--- config.mk ---
export PLATFORM = sky130hd
export DESIGN_NAME = rsp_ctrl
export DESIGN_NICKNAME = d
export VERILOG_FILES = /design/src/rtl/rsp_pkg.sv /design/src/rtl/rsp_ctrl.sv
export VERILOG_INCLUDE_DIRS = /design/src /design/src/rtl
export SDC_FILE = /design/constraint.sdc
export NUM_CORES = 1
export LEC_CHECK = 0
export ABC_AREA = 1
export BUFFER_PORTS_ARGS = -buffer_cell sky130_fd_sc_hd__buf_2
export CAP_MARGIN = 10
export CORE_MARGIN = 3
export CORE_UTILIZATION = 52
export DETAILED_ROUTE_END_ITERATION = 8
export GPL_TIMING_DRIVEN = 0
export PLACE_DENSITY = 0.78
export SETUP_SLACK_MARGIN = 0.05
export SYNTH_ARGS = -nofsm -noshare
export SYNTH_HDL_FRONTEND = slang
export SYNTH_SLANG_ARGS = --single-unit
export TNS_END_PERCENT = 30
--- constraint.sdc ---
create_clock -name core_clk_in -period 1.8 [get_ports core_clk_in]
set_input_delay 0.18 -clock core_clk_in [delete_from_list [all_inputs] [get_ports core_clk_in]]
set_output_delay 0.18 -clock core_clk_in [all_outputs]
set_load 0.01 [all_outputs]
--- src/rtl/rsp_defs.svh ---
`ifndef RSP_DEFS_SVH
`define RSP_DEFS_SVH

// ----------------------------------------
// Reset flag bit positions
// ----------------------------------------
`define RSP_FLAG_SUPPLY   0
`define RSP_FLAG_PIN      1
`define RSP_FLAG_BROWNOUT 2
`define RSP_FLAG_WATCHDOG 3
`define RSP_FLAG_JTAG     4
`define RSP_FLAG_W        5

// ----------------------------------------
// Reset values and timing
// ----------------------------------------
`define RSP_FLAGS_RESET   5'h01
`define RSP_CLK_MHZ       10
`define RSP_PIN_MIN_NS    1500
`define RSP_PIN_MIN_CYC   ((`RSP_PIN_MIN_NS * `RSP_CLK_MHZ + 999) / 1000)
`define RSP_TOUT_SHORT    16'h0010
`define RSP_TOUT_MID      16'h0400
`define RSP_TOUT_LONG     16'h4000
`define RSP_TOUT_W        16

`endif

--- src/rtl/rsp_pkg.sv ---
package rsp_pkg;

  // Sleep mode encoding
  typedef enum logic [2:0] {
    RSP_SLP_IDLE     = 3'h0,
    RSP_SLP_NOISE    = 3'h1,
    RSP_SLP_PDOWN    = 3'h2,
    RSP_SLP_PSAVE    = 3'h3,
    RSP_SLP_STANDBY  = 3'h6,
    RSP_SLP_XSTANDBY = 3'h7
  } rsp_sleep_t;

  // Sequencer states, Gray along the path
  typedef enum logic [1:0] {
    RSP_ST_HOLD    = 2'b00,
    RSP_ST_STRETCH = 2'b01,
    RSP_ST_RUN     = 2'b11
  } rsp_state_t;

  // Reset source bundle
  typedef struct packed {
    logic jtag;
    logic watchdog;
    logic brownout;
    logic pin;
    logic supply;
  } rsp_src_t;

  // Power enable bundle
  typedef struct packed {
    logic converter;
    logic comparator;
    logic vref;
    logic brownout;
    logic watchdog;
    logic main_clock;
    logic input_buf;
  } rsp_pwr_t;

endpackage : rsp_pkg

--- src/rtl/rsp_ctrl.sv ---
`timescale 1ns/1ps
`include "rsp_defs.svh"
// Functional notes
// Converter stays powered in sleep if enabled
// First conversion after re-enable is extended; code holds converter_extended_out high from the first enable until rst_in
// Comparator off in deep sleep modes
// Comparator using reference keeps reference on
// Reference on when any user requests
// Brown-out fuse keeps detector on always
// Enabled watchdog keeps running in sleep
// Input buffers off when IO, converter clocks stop
// Debug fuse keeps main clock in deep sleep
// JTAG off by disable bit or fuse
// TDO undriven when TAP not shifting
// Reset loads initial values, restarts at vector
// Ports reset immediately on any source
// Delay counter stretches reset, fuse length
// Five reset sources accepted
// Long enough pin low level resets
// JTAG reset register holds device reset
// Watchdog gives one-cycle pulse, counts after
// Brown-out asserts immediately, releases via counter
// Supply drop re-asserts reset without delay
// Per-source sticky flags, zero-write clears
// Reset request is OR of sources
module rsp_ctrl
  import rsp_pkg::*;
#(
  parameter int PIN_MIN_CYC = `RSP_PIN_MIN_CYC
) (
  input  wire logic                     core_clk_in,
  input  wire logic                     rst_in,
  input  wire logic                     supply_low_in,
  input  wire logic                     reset_pin_n_in,
  input  wire logic                     watchdog_expire_in,
  input  wire logic                     brownout_low_in,
  input  wire logic                     jtag_reset_reg_in,
  input  wire logic                     brownout_enable_fuse_in,
  input  wire logic                     brownout_level_fuse_in,
  input  wire logic                     debug_enable_fuse_in,
  input  wire logic                     jtag_enable_fuse_in,
  input  wire logic [1:0]               clock_select_fuses_in,
  input  wire logic                     sleep_in,
  input  rsp_pkg::rsp_sleep_t           sleep_mode_in,
  input  wire logic                     converter_enable_in,
  input  wire logic                     comparator_disable_in,
  input  wire logic                     comparator_use_vref_in,
  input  wire logic                     watchdog_enable_in,
  input  wire logic                     wake_input_need_in,
  input  wire logic                     tap_shifting_in,
  input  wire logic                     tdo_data_in,
  input  wire logic                     jtag_disable_bit_wr_in,
  input  wire logic                     jtag_disable_bit_in,
  input  wire logic                     flags_wr_in,
  input  wire logic [`RSP_FLAG_W-1:0]   flags_wdata_in,
  output logic                          core_reset_out,
  output logic                          port_reset_out,
  output logic                          fetch_vector_out,
  output logic [`RSP_FLAG_W-1:0]        mcu_control_status_reg_out,
  output rsp_pkg::rsp_pwr_t             power_out,
  output logic                          brownout_level_out,
  output logic                          converter_extended_out,
  output logic                          jtag_enabled_out,
  output logic                          tdo_out,
  output logic                          tdo_oe_out
);
  import rsp_pkg::*;

  // ----------------------------------------
  // Reset sources
  // ----------------------------------------
  rsp_src_t   src;
  logic       req;
  logic [$clog2(PIN_MIN_CYC+1)-1:0] pin_cnt_reg, pin_cnt_next;
  logic       pin_rst;

  // Pin low filter: level counts only once long enough
  always_comb begin
    pin_cnt_next = pin_cnt_reg;
    if (reset_pin_n_in) begin
      pin_cnt_next = '0;
    end else if (pin_cnt_reg != PIN_MIN_CYC[$bits(pin_cnt_reg)-1:0]) begin
      pin_cnt_next = pin_cnt_reg + 1'b1;
    end
  end
  assign pin_rst = !reset_pin_n_in &&
                   (pin_cnt_reg == PIN_MIN_CYC[$bits(pin_cnt_reg)-1:0]);

  // Source bundle and OR
  always_comb begin
    src.supply   = supply_low_in;
    src.pin      = pin_rst;
    src.watchdog = watchdog_expire_in && watchdog_enable_in;
    src.brownout = brownout_low_in && brownout_enable_fuse_in;
    src.jtag     = jtag_reset_reg_in;
  end
  assign req = |src;

  // ----------------------------------------
  // Delay counter sequencer
  // ----------------------------------------
  rsp_state_t              st_reg, st_next;
  logic [`RSP_TOUT_W-1:0]  dly_reg, dly_next;
  logic [`RSP_TOUT_W-1:0]  tout_len;

  // Fuse-selected time-out length
  function automatic logic [`RSP_TOUT_W-1:0] tout_sel(input logic [1:0] sel);
    case (sel)
      2'd0:    tout_sel = `RSP_TOUT_SHORT;
      2'd1:    tout_sel = `RSP_TOUT_MID;
      default: tout_sel = `RSP_TOUT_LONG;
    endcase
  endfunction : tout_sel

  assign tout_len = tout_sel(clock_select_fuses_in);

  // Next state: any source holds, release starts count
  always_comb begin
    st_next  = st_reg;
    dly_next = dly_reg;
    case (st_reg)
      RSP_ST_HOLD: begin
        dly_next = '0;
        if (!req) begin
          st_next = RSP_ST_STRETCH;
        end
      end
      RSP_ST_STRETCH: begin
        if (req) begin
          st_next  = RSP_ST_HOLD;
          dly_next = '0;
        end else if (dly_reg == tout_len - 1'b1) begin
          st_next = RSP_ST_RUN;
        end else begin
          dly_next = dly_reg + 1'b1;
        end
      end
      default: begin
        if (req) begin
          st_next = RSP_ST_HOLD;
        end
      end
    endcase
  end

  // ----------------------------------------
  // Flags
  // ----------------------------------------
  logic [`RSP_FLAG_W-1:0] flags_reg, flags_next;
  logic [`RSP_FLAG_W-1:0] src_vec;
  assign src_vec = src;

  // Set wins over software zero-write; supply reset clears others
  always_comb begin
    flags_next = flags_reg;
    if (flags_wr_in) begin
      flags_next = flags_reg & flags_wdata_in;
    end
    if (src.supply) begin
      flags_next = `RSP_FLAGS_RESET;
    end else begin
      flags_next = flags_next | src_vec;
    end
  end

  // ----------------------------------------
  // Power gating
  // ----------------------------------------
  logic      jtd_reg, jtd_next;
  logic      conv_prev_reg, conv_pend_reg, conv_pend_next;
  logic      deep;
  logic      io_adc_stop;
  rsp_pwr_t  pwr;

  assign deep        = sleep_in && (sleep_mode_in != RSP_SLP_IDLE) &&
                       (sleep_mode_in != RSP_SLP_NOISE);
  assign io_adc_stop = deep;
  always_comb begin
    jtd_next = jtd_reg;
    if (jtag_disable_bit_wr_in) begin
      jtd_next = jtag_disable_bit_in;
    end
    conv_pend_next = conv_pend_reg;
    if (converter_enable_in && !conv_prev_reg) begin
      conv_pend_next = 1'b1;
    end else if (!converter_enable_in) begin
      conv_pend_next = conv_pend_reg;
    end
    pwr.converter  = converter_enable_in;
    pwr.comparator = !comparator_disable_in && !deep;
    pwr.vref       = brownout_enable_fuse_in || converter_enable_in ||
                     (comparator_use_vref_in && !comparator_disable_in);
    pwr.brownout   = brownout_enable_fuse_in;
    pwr.watchdog   = watchdog_enable_in;
    pwr.main_clock = !(sleep_in && (sleep_mode_in == RSP_SLP_PDOWN ||
                     sleep_mode_in == RSP_SLP_PSAVE)) ||
                     (debug_enable_fuse_in && jtag_enable_fuse_in && !jtd_reg);
    pwr.input_buf  = !io_adc_stop || wake_input_need_in;
  end

  // ----------------------------------------
  // Registers
  // ----------------------------------------
  always_ff @(posedge core_clk_in) begin
    if (rst_in) begin
      pin_cnt_reg   <= '0;
      st_reg        <= RSP_ST_HOLD;
      dly_reg       <= '0;
      flags_reg     <= `RSP_FLAGS_RESET;
      jtd_reg       <= 1'b0;
      conv_prev_reg <= 1'b0;
      conv_pend_reg <= 1'b0;
    end else begin
      pin_cnt_reg   <= pin_cnt_next;
      st_reg        <= st_next;
      dly_reg       <= dly_next;
      flags_reg     <= flags_next;
      jtd_reg       <= req ? 1'b0 : jtd_next;
      conv_prev_reg <= converter_enable_in;
      conv_pend_reg <= conv_pend_next;
    end
  end

  // Output registers
  always_ff @(posedge core_clk_in) begin
    if (rst_in) begin
      core_reset_out             <= 1'b1;
      port_reset_out             <= 1'b1;
      fetch_vector_out           <= 1'b0;
      mcu_control_status_reg_out <= `RSP_FLAGS_RESET;
      power_out                  <= '0;
      brownout_level_out         <= 1'b0;
      converter_extended_out     <= 1'b0;
      jtag_enabled_out           <= 1'b0;
      tdo_out                    <= 1'b0;
      tdo_oe_out                 <= 1'b0;
    end else begin
      core_reset_out             <= (st_next != RSP_ST_RUN);
      port_reset_out             <= req || (st_next != RSP_ST_RUN);
      fetch_vector_out           <= (st_reg == RSP_ST_STRETCH) &&
                                    (st_next == RSP_ST_RUN);
      mcu_control_status_reg_out <= flags_next;
      power_out                  <= pwr;
      brownout_level_out         <= brownout_level_fuse_in;
      converter_extended_out     <= conv_pend_next;
      jtag_enabled_out           <= jtag_enable_fuse_in && !jtd_next;
      tdo_out                    <= tdo_data_in;
      tdo_oe_out                 <= jtag_enable_fuse_in && !jtd_next &&
                                    tap_shifting_in;
    end
  end
endmodule : rsp_ctrl

# Yosys cells after proc, flatten, opt, wreduce, memory -nomap -nowiden

Cells that the tools add are included.

Logic and storage cells: 83
Register bits after elaboration: 43
Input bits: 32
Output and inout bits: 20

Bitwise operators: 2
Add/subtract/negate cells: 3
Reductions and logical operators: 36
Eq/ne operators: 11
Multiplexer cells: 11

Operator list:

| operator                                             | number |
|---|---|
| 2-to-1 mux 16 bit                                    | 2 |
| one-hot mux 16 bit (2 select lines)                  | 1 |
| one-hot mux 15 bit (2 select lines)                  | 1 |
| adder 16 x 1 -> 16 bit (second input constant)       | 1 |
| equality test 16 bit                                 | 1 |
| subtractor 16 x 1 -> 16 bit (second input constant)  | 1 |
| logical AND 1 bit                                    | 14 |
| 2-to-1 mux 2 bit                                     | 4 |
| logical NOT 1 bit                                    | 7 |
| equality test 3 x 2 -> 1 bit (second input constant) | 2 |
| logical OR 1 bit                                     | 6 |
| OR reduction 6 bit                                   | 1 |
| bitwise AND 5 bit                                    | 1 |
| 2-to-1 mux 5 bit                                     | 1 |
| bitwise OR 5 bit                                     | 1 |
| OR reduction 5 bit                                   | 1 |
| adder 4 x 1 -> 4 bit (second input constant)         | 1 |
| equality test 2 x 1 -> 1 bit (second input constant) | 2 |
| equality test 4 bit (second input constant)          | 1 |
| logical NOT 2 bit                                    | 2 |
| != test 4 bit (second input constant)                | 1 |
| one-hot mux 2 bit (2 select lines)                   | 1 |
| OR reduction 2 bit                                   | 2 |
| != test 3 x 1 -> 1 bit (second input constant)       | 1 |
| 7 further kinds                                      | 7 |

# Longest topological paths before layout

Depth in word-level cells: 9
Mapped depth: 13

# Worst setup path after synthesis

Ideal clock, no wire load.

Kind: in2reg
Start point: in clock_select_fuses_in[1]
End point: reg dly_reg[12]
Arrival time: 1.471 ns
Required time: 1.687 ns
Cell stages on the path: 13
Path buffers: 0
Slack: 0.216 ns
Cell sequence: nor2_1 inv_1 ha_1 inv_1 nand2_1 nand2_1 nand3_1 nor2_2 nand3_4 nand2_2 inv_2 nor2_1 nor2_1

Cells in the longest elaborated chain, start to end: 6
Elaborated cells on any way between the ends: 7
Those cells by class: 1 x add/sub; 3 x eq/ne; 1 x mux; 2 x reduce/logical

Ends and longest elaborated chain:

| element                                                                  | line            | text |
|---|---|---|
| from (decl)                                                              | rsp_ctrl.sv:42  | `input wire logic [1:0] clock_select_fuses_in,` |
| equality test 2 x 1 -> 1 bit / logical NOT 2 bit (equally long branches) | rsp_ctrl.sv:108 | `case (sel)` |
| one-hot mux 15 bit (2 select lines) *                                    | rsp_ctrl.sv:108 |  |
| subtractor 16 x 1 -> 16 bit *                                            | rsp_ctrl.sv:132 | `end else if (dly_reg == tout_len - 1'b1) begin` |
| equality test 16 bit *                                                   | rsp_ctrl.sv:132 |  |
| != test 3 bit (no line) *                                                | n/a             |  |
| AND reduction 2 bit (no line) *                                          | n/a             |  |
| to (signal assigned)                                                     | rsp_ctrl.sv:216 | `dly_reg <= dly_next;` |
| to (decl)                                                                | rsp_ctrl.sv:103 | `` logic [`RSP_TOUT_W-1:0] dly_reg, dly_next; `` |

Every way passes the cells marked *; elsewhere a longest branch is shown, timed or not.
A chain may end at the register's enable or synchronous reset.

# Worst setup path after layout

Start point: reg dly_reg[1]
End point: reg dly_reg[8]

Cells in the longest elaborated chain, start to end: 4
Elaborated cells on any way between the ends: 7
Those cells by class: 1 x add/sub; 2 x eq/ne; 3 x mux; 1 x reduce/logical

Ends and longest elaborated chain:

| element                             | line            | text |
|---|---|---|
| adder 16 x 1 -> 16 bit              | rsp_ctrl.sv:135 | `dly_next = dly_reg + 1'b1;` |
| 2-to-1 mux 16 bit                   | rsp_ctrl.sv:132 |  |
| 2-to-1 mux 16 bit                   | rsp_ctrl.sv:129 | `if (req) begin` |
| one-hot mux 16 bit (2 select lines) | rsp_ctrl.sv:121 | `case (st_reg)` |

Several ways; a longest one is shown, not always the timed one. The select of a mux whose other input is x is not followed.

==> results.yml <==
status:
  run_status: "finished, final reports clean"
clock_tree:
  htree_levels: 2
  cts.sinks: 43
  cts-buffers-inserted: 5
  insertion_delay_ns: 0.29
  cts-hold-fix-buffers: 0
  clk_path_buf_depth: 2
  clk_pin_slew_worst_paths_ns: 0.08
  tritoncts: "done"
  cts_root_buf: "clkbuf_8"
worst_setup_path:
  cp.required_ns: 2.01
  cp_max_fo: 7
  cp-end-kind: "flip-flop"
  critPathLaunchType: "flip-flop"
  reg2regPathDepth: 10
  crit_type: "flip-flop to flip-flop"
  rrSetupSlack_ns: 0.08
  worstPathArrival_ns: 1.93
  r2r_start: "dly_reg[1]"
  r2r_end: "dly_reg[8]"
finish:
  fin_cells: 428
  final_net_count: 414
  drive_above_1_share: 0.242
  syn_to_final_growth_pct: 29.6
  seq_area_um2: 872
  multi_input_area_mm2: 0.00106
  num-fill-cells: 291
  n_antenna_cell: 0
  largest_reg_flops: 16
  design_area_mm2: 0.00271
  final_core_util: 0.718
pwr:
  intPower_mw: 1.59
  irDropWorstVdd_v: 0.000678
  clkPwrFrac: 0.441
  switching_share: 0.210
  pwr-share-comb: 0.072
  power.leakage_nw: 1.28
  seq_power_share: 0.486
  p_sw_uw: 423
  powerDensity_mw_per_mm2: 742
floorplanning:
  io_pins: 52
  core_mm2: 0.00377
  die_y_um: 69.4
  start_util: 0.554
  dieArea_mm2: 0.00481
  fp-row-count: 22
  die_x_um: 69.4
placed_design:
  postPlaceCellArea_mm2: 0.00240
  dp_hpwl_mm: 3.62
  dp.cells: 411
  gp_congestion: 0.928
  portBuffers: 50
sta:
  skew_ns: 0.00470
  fmax_ghz: 0.581
  period_share: 0.957
  drv_slew: 0
  worst_pin_slew_ns: 0.565
  fin_crit_ns: 1.72
  final-setup-viol-count: 0
  fin_setup_tns_ns: 0
  finalHoldViolCount: 0
  slew_headroom: 0.623
logic_synthesis:
  yosysUniqueCellTypes: 30
  synthCells: 313
  yosysSeqAreaShare: 0.412
  synth-main-ff-cell: "dfxtp_1"
  synth_top_area_cell: "dfxtp_1"
  async_reset_ff_frac: 0
  yosys_warnings: 0
  synth.area.top_cells: "dfxtp_1, nand2_1, nor2_1"
  synth_edf_count: 0
  avgSynthCellArea_um2: 6.68
  synth.top_cell.area_share: 0.412
  yosys_register_bits: 43
  syn_area_mm2: 0.00209
  synth_nets: 348
grt:
  grt_antenna_before_repair: 0
  grt_use_total: 0.216
  overflow: 0
  first_global_vias: 1949
  grt_max_degree: 14
  grt_pass1_wl_mm: 8.51
worst_hold_path:
  hold_depth: 2
  hold_path.class: "primary input to flip-flop"
  hold_path_end: "power_out[5]"
  min_from: "comparator_disable_in"
route:
  wl_met1_mm: 2.35
  wl_met2_mm: 2.46
  finalWirelength_mm: 5.23
  highest_layer: "met4"
  wire_per_inst_um: 12.2
  drc: 0
  avgViaCountPerCell: 5.15
  num_vias: 2205
  route.met3.wl_um: 369
  drt_iter0_drc: 215
  ant_nets: 0
  first_pass_iters: 4
run:
  maxCapViolCount: 0
==> worst max-delay path, stage by stage (launching register included) <==
cell     delay (ns)
dfxtp_4        0.38
ha_4           0.15
nand3_4        0.10
inv_4          0.11
nand3_1        0.09
nor2_2         0.15
nand3_4        0.17
nand2_8        0.16
buf_6          0.12
nand2_1        0.04
a21oi_1        0.17
==> cells in the mapped netlist, types with 3 or more instances <==
library cell  instances
nand4_1               8
nor3_1                6
nand2_2               3
ha_1                  3
dfxtp_1              43
nor2_1               49
inv_1                44
o21ai_0              13
clkbuf_1              3
inv_2                 3
a21oi_1              13
nand3_1              33
nand2_1              73
==> per-stage QoR <==
| stage | hold slack (ns) | setup slack (ns) | power, mW |
|---|---|---|---|
| 6_report | 0.0543 | 0.0779 | 2.01 |
| 4_1_cts | 0.0464 | 0.0683 | 2.01 |
| 2_1_floorplan | 0.257 | 0.216 | 1.07 |
| 3_3_place_gp | 0.359 | -0.172 | 1.14 |
| 5_1_grt | 0.0522 | -0.0182 | 2.09 |
| 3_5_place_dp | 0.360 | -0.202 | 1.14 |
==> how the worst max path moves through the flow <==
| stage | from | to |
|---|---|---|
| 2_1_floorplan | clock_select_fuses_in[1] | dly_reg[12] |
| 3_3_place_gp | clock_select_fuses_in[1] | dly_reg[12] |
| 3_5_place_dp | clock_select_fuses_in[1] | dly_reg[13] |
| 4_1_cts | dly_reg[1] | dly_reg[1] |
| 5_1_grt | dly_reg[1] | dly_reg[8] |
| 6_report | dly_reg[1] | dly_reg[8] |
==> layer usage <==
| layer | global-route usage | vias to the layer above |
|---|---|---|
| li1 | - | 1125 |
| met1 | 0.286 | 995 |
| met2 | 0.347 | 79 |
| met3 | 0.0609 | 6 |
| met4 | 0.0499 | 0 |
| met5 | 0 | - |
==> layout make-up <==
type,instances,share of cell area
plain buffers,7,0.0166
clock buffers,6,0.0268
clock inverters,2,0.0222
inverters,48,0.0684
multi-input cells,215,0.392
flip-flops and latches,43,0.322
well taps,48,0.0222
repair buffers,59,0.130
==> cell usage in the layout, fill, tap and decap left out, types with 3 or more instances in the layout <==
cell type / instances
a21oi_1: 13
buf_2: 50
buf_4: 7
clkbuf_1: 4
clkbuf_8: 5
dfxtp_1: 38
dfxtp_2: 3
inv_1: 44
nand2_1: 72
nand2_2: 3
nand3_1: 33
nand4_1: 8
nor2_1: 46
nor2_2: 3
nor3_1: 6
o21ai_0: 13
==> power by group through the flow <==
stage | clock network (mW) | logic [mW] | registers [mW]
2_1_floorplan | 0 | 0.0622 | 1.01
6_report | 0.887 | 0.145 | 0.978
3_5_place_dp | 0 | 0.142 | 1.00
5_1_grt | 0.945 | 0.164 | 0.980
4_1_cts | 0.891 | 0.143 | 0.980
3_3_place_gp | 0 | 0.139 | 1.00
==> cells by family (layout without fill, tap and decap cells) <==
| logic type | Yosys count | after routing | share of synthesized area |
|---|---|---|---|
| AND/OR/NAND/NOR | 180 | 180 | 0.381 |
| buffers and inverters | 55 | 122 | 0.105 |
| AO/OA/AOI/OAI | 32 | 32 | 0.0838 |
| flip-flops | 43 | 43 | 0.412 |
| adder cells (fa/ha/maj) | 3 | 3 | 0.0180 |
==> repair_timing <==
item | 4_1_cts | 5_1_grt
pin swaps | 1 | 6
cloned | 0 | 1
resized for setup | 5 | 18
setup buffers | 2 | 6
setup endpoints to repair | 12 | 18
Note: power is estimated with default switching activity, not from simulation.
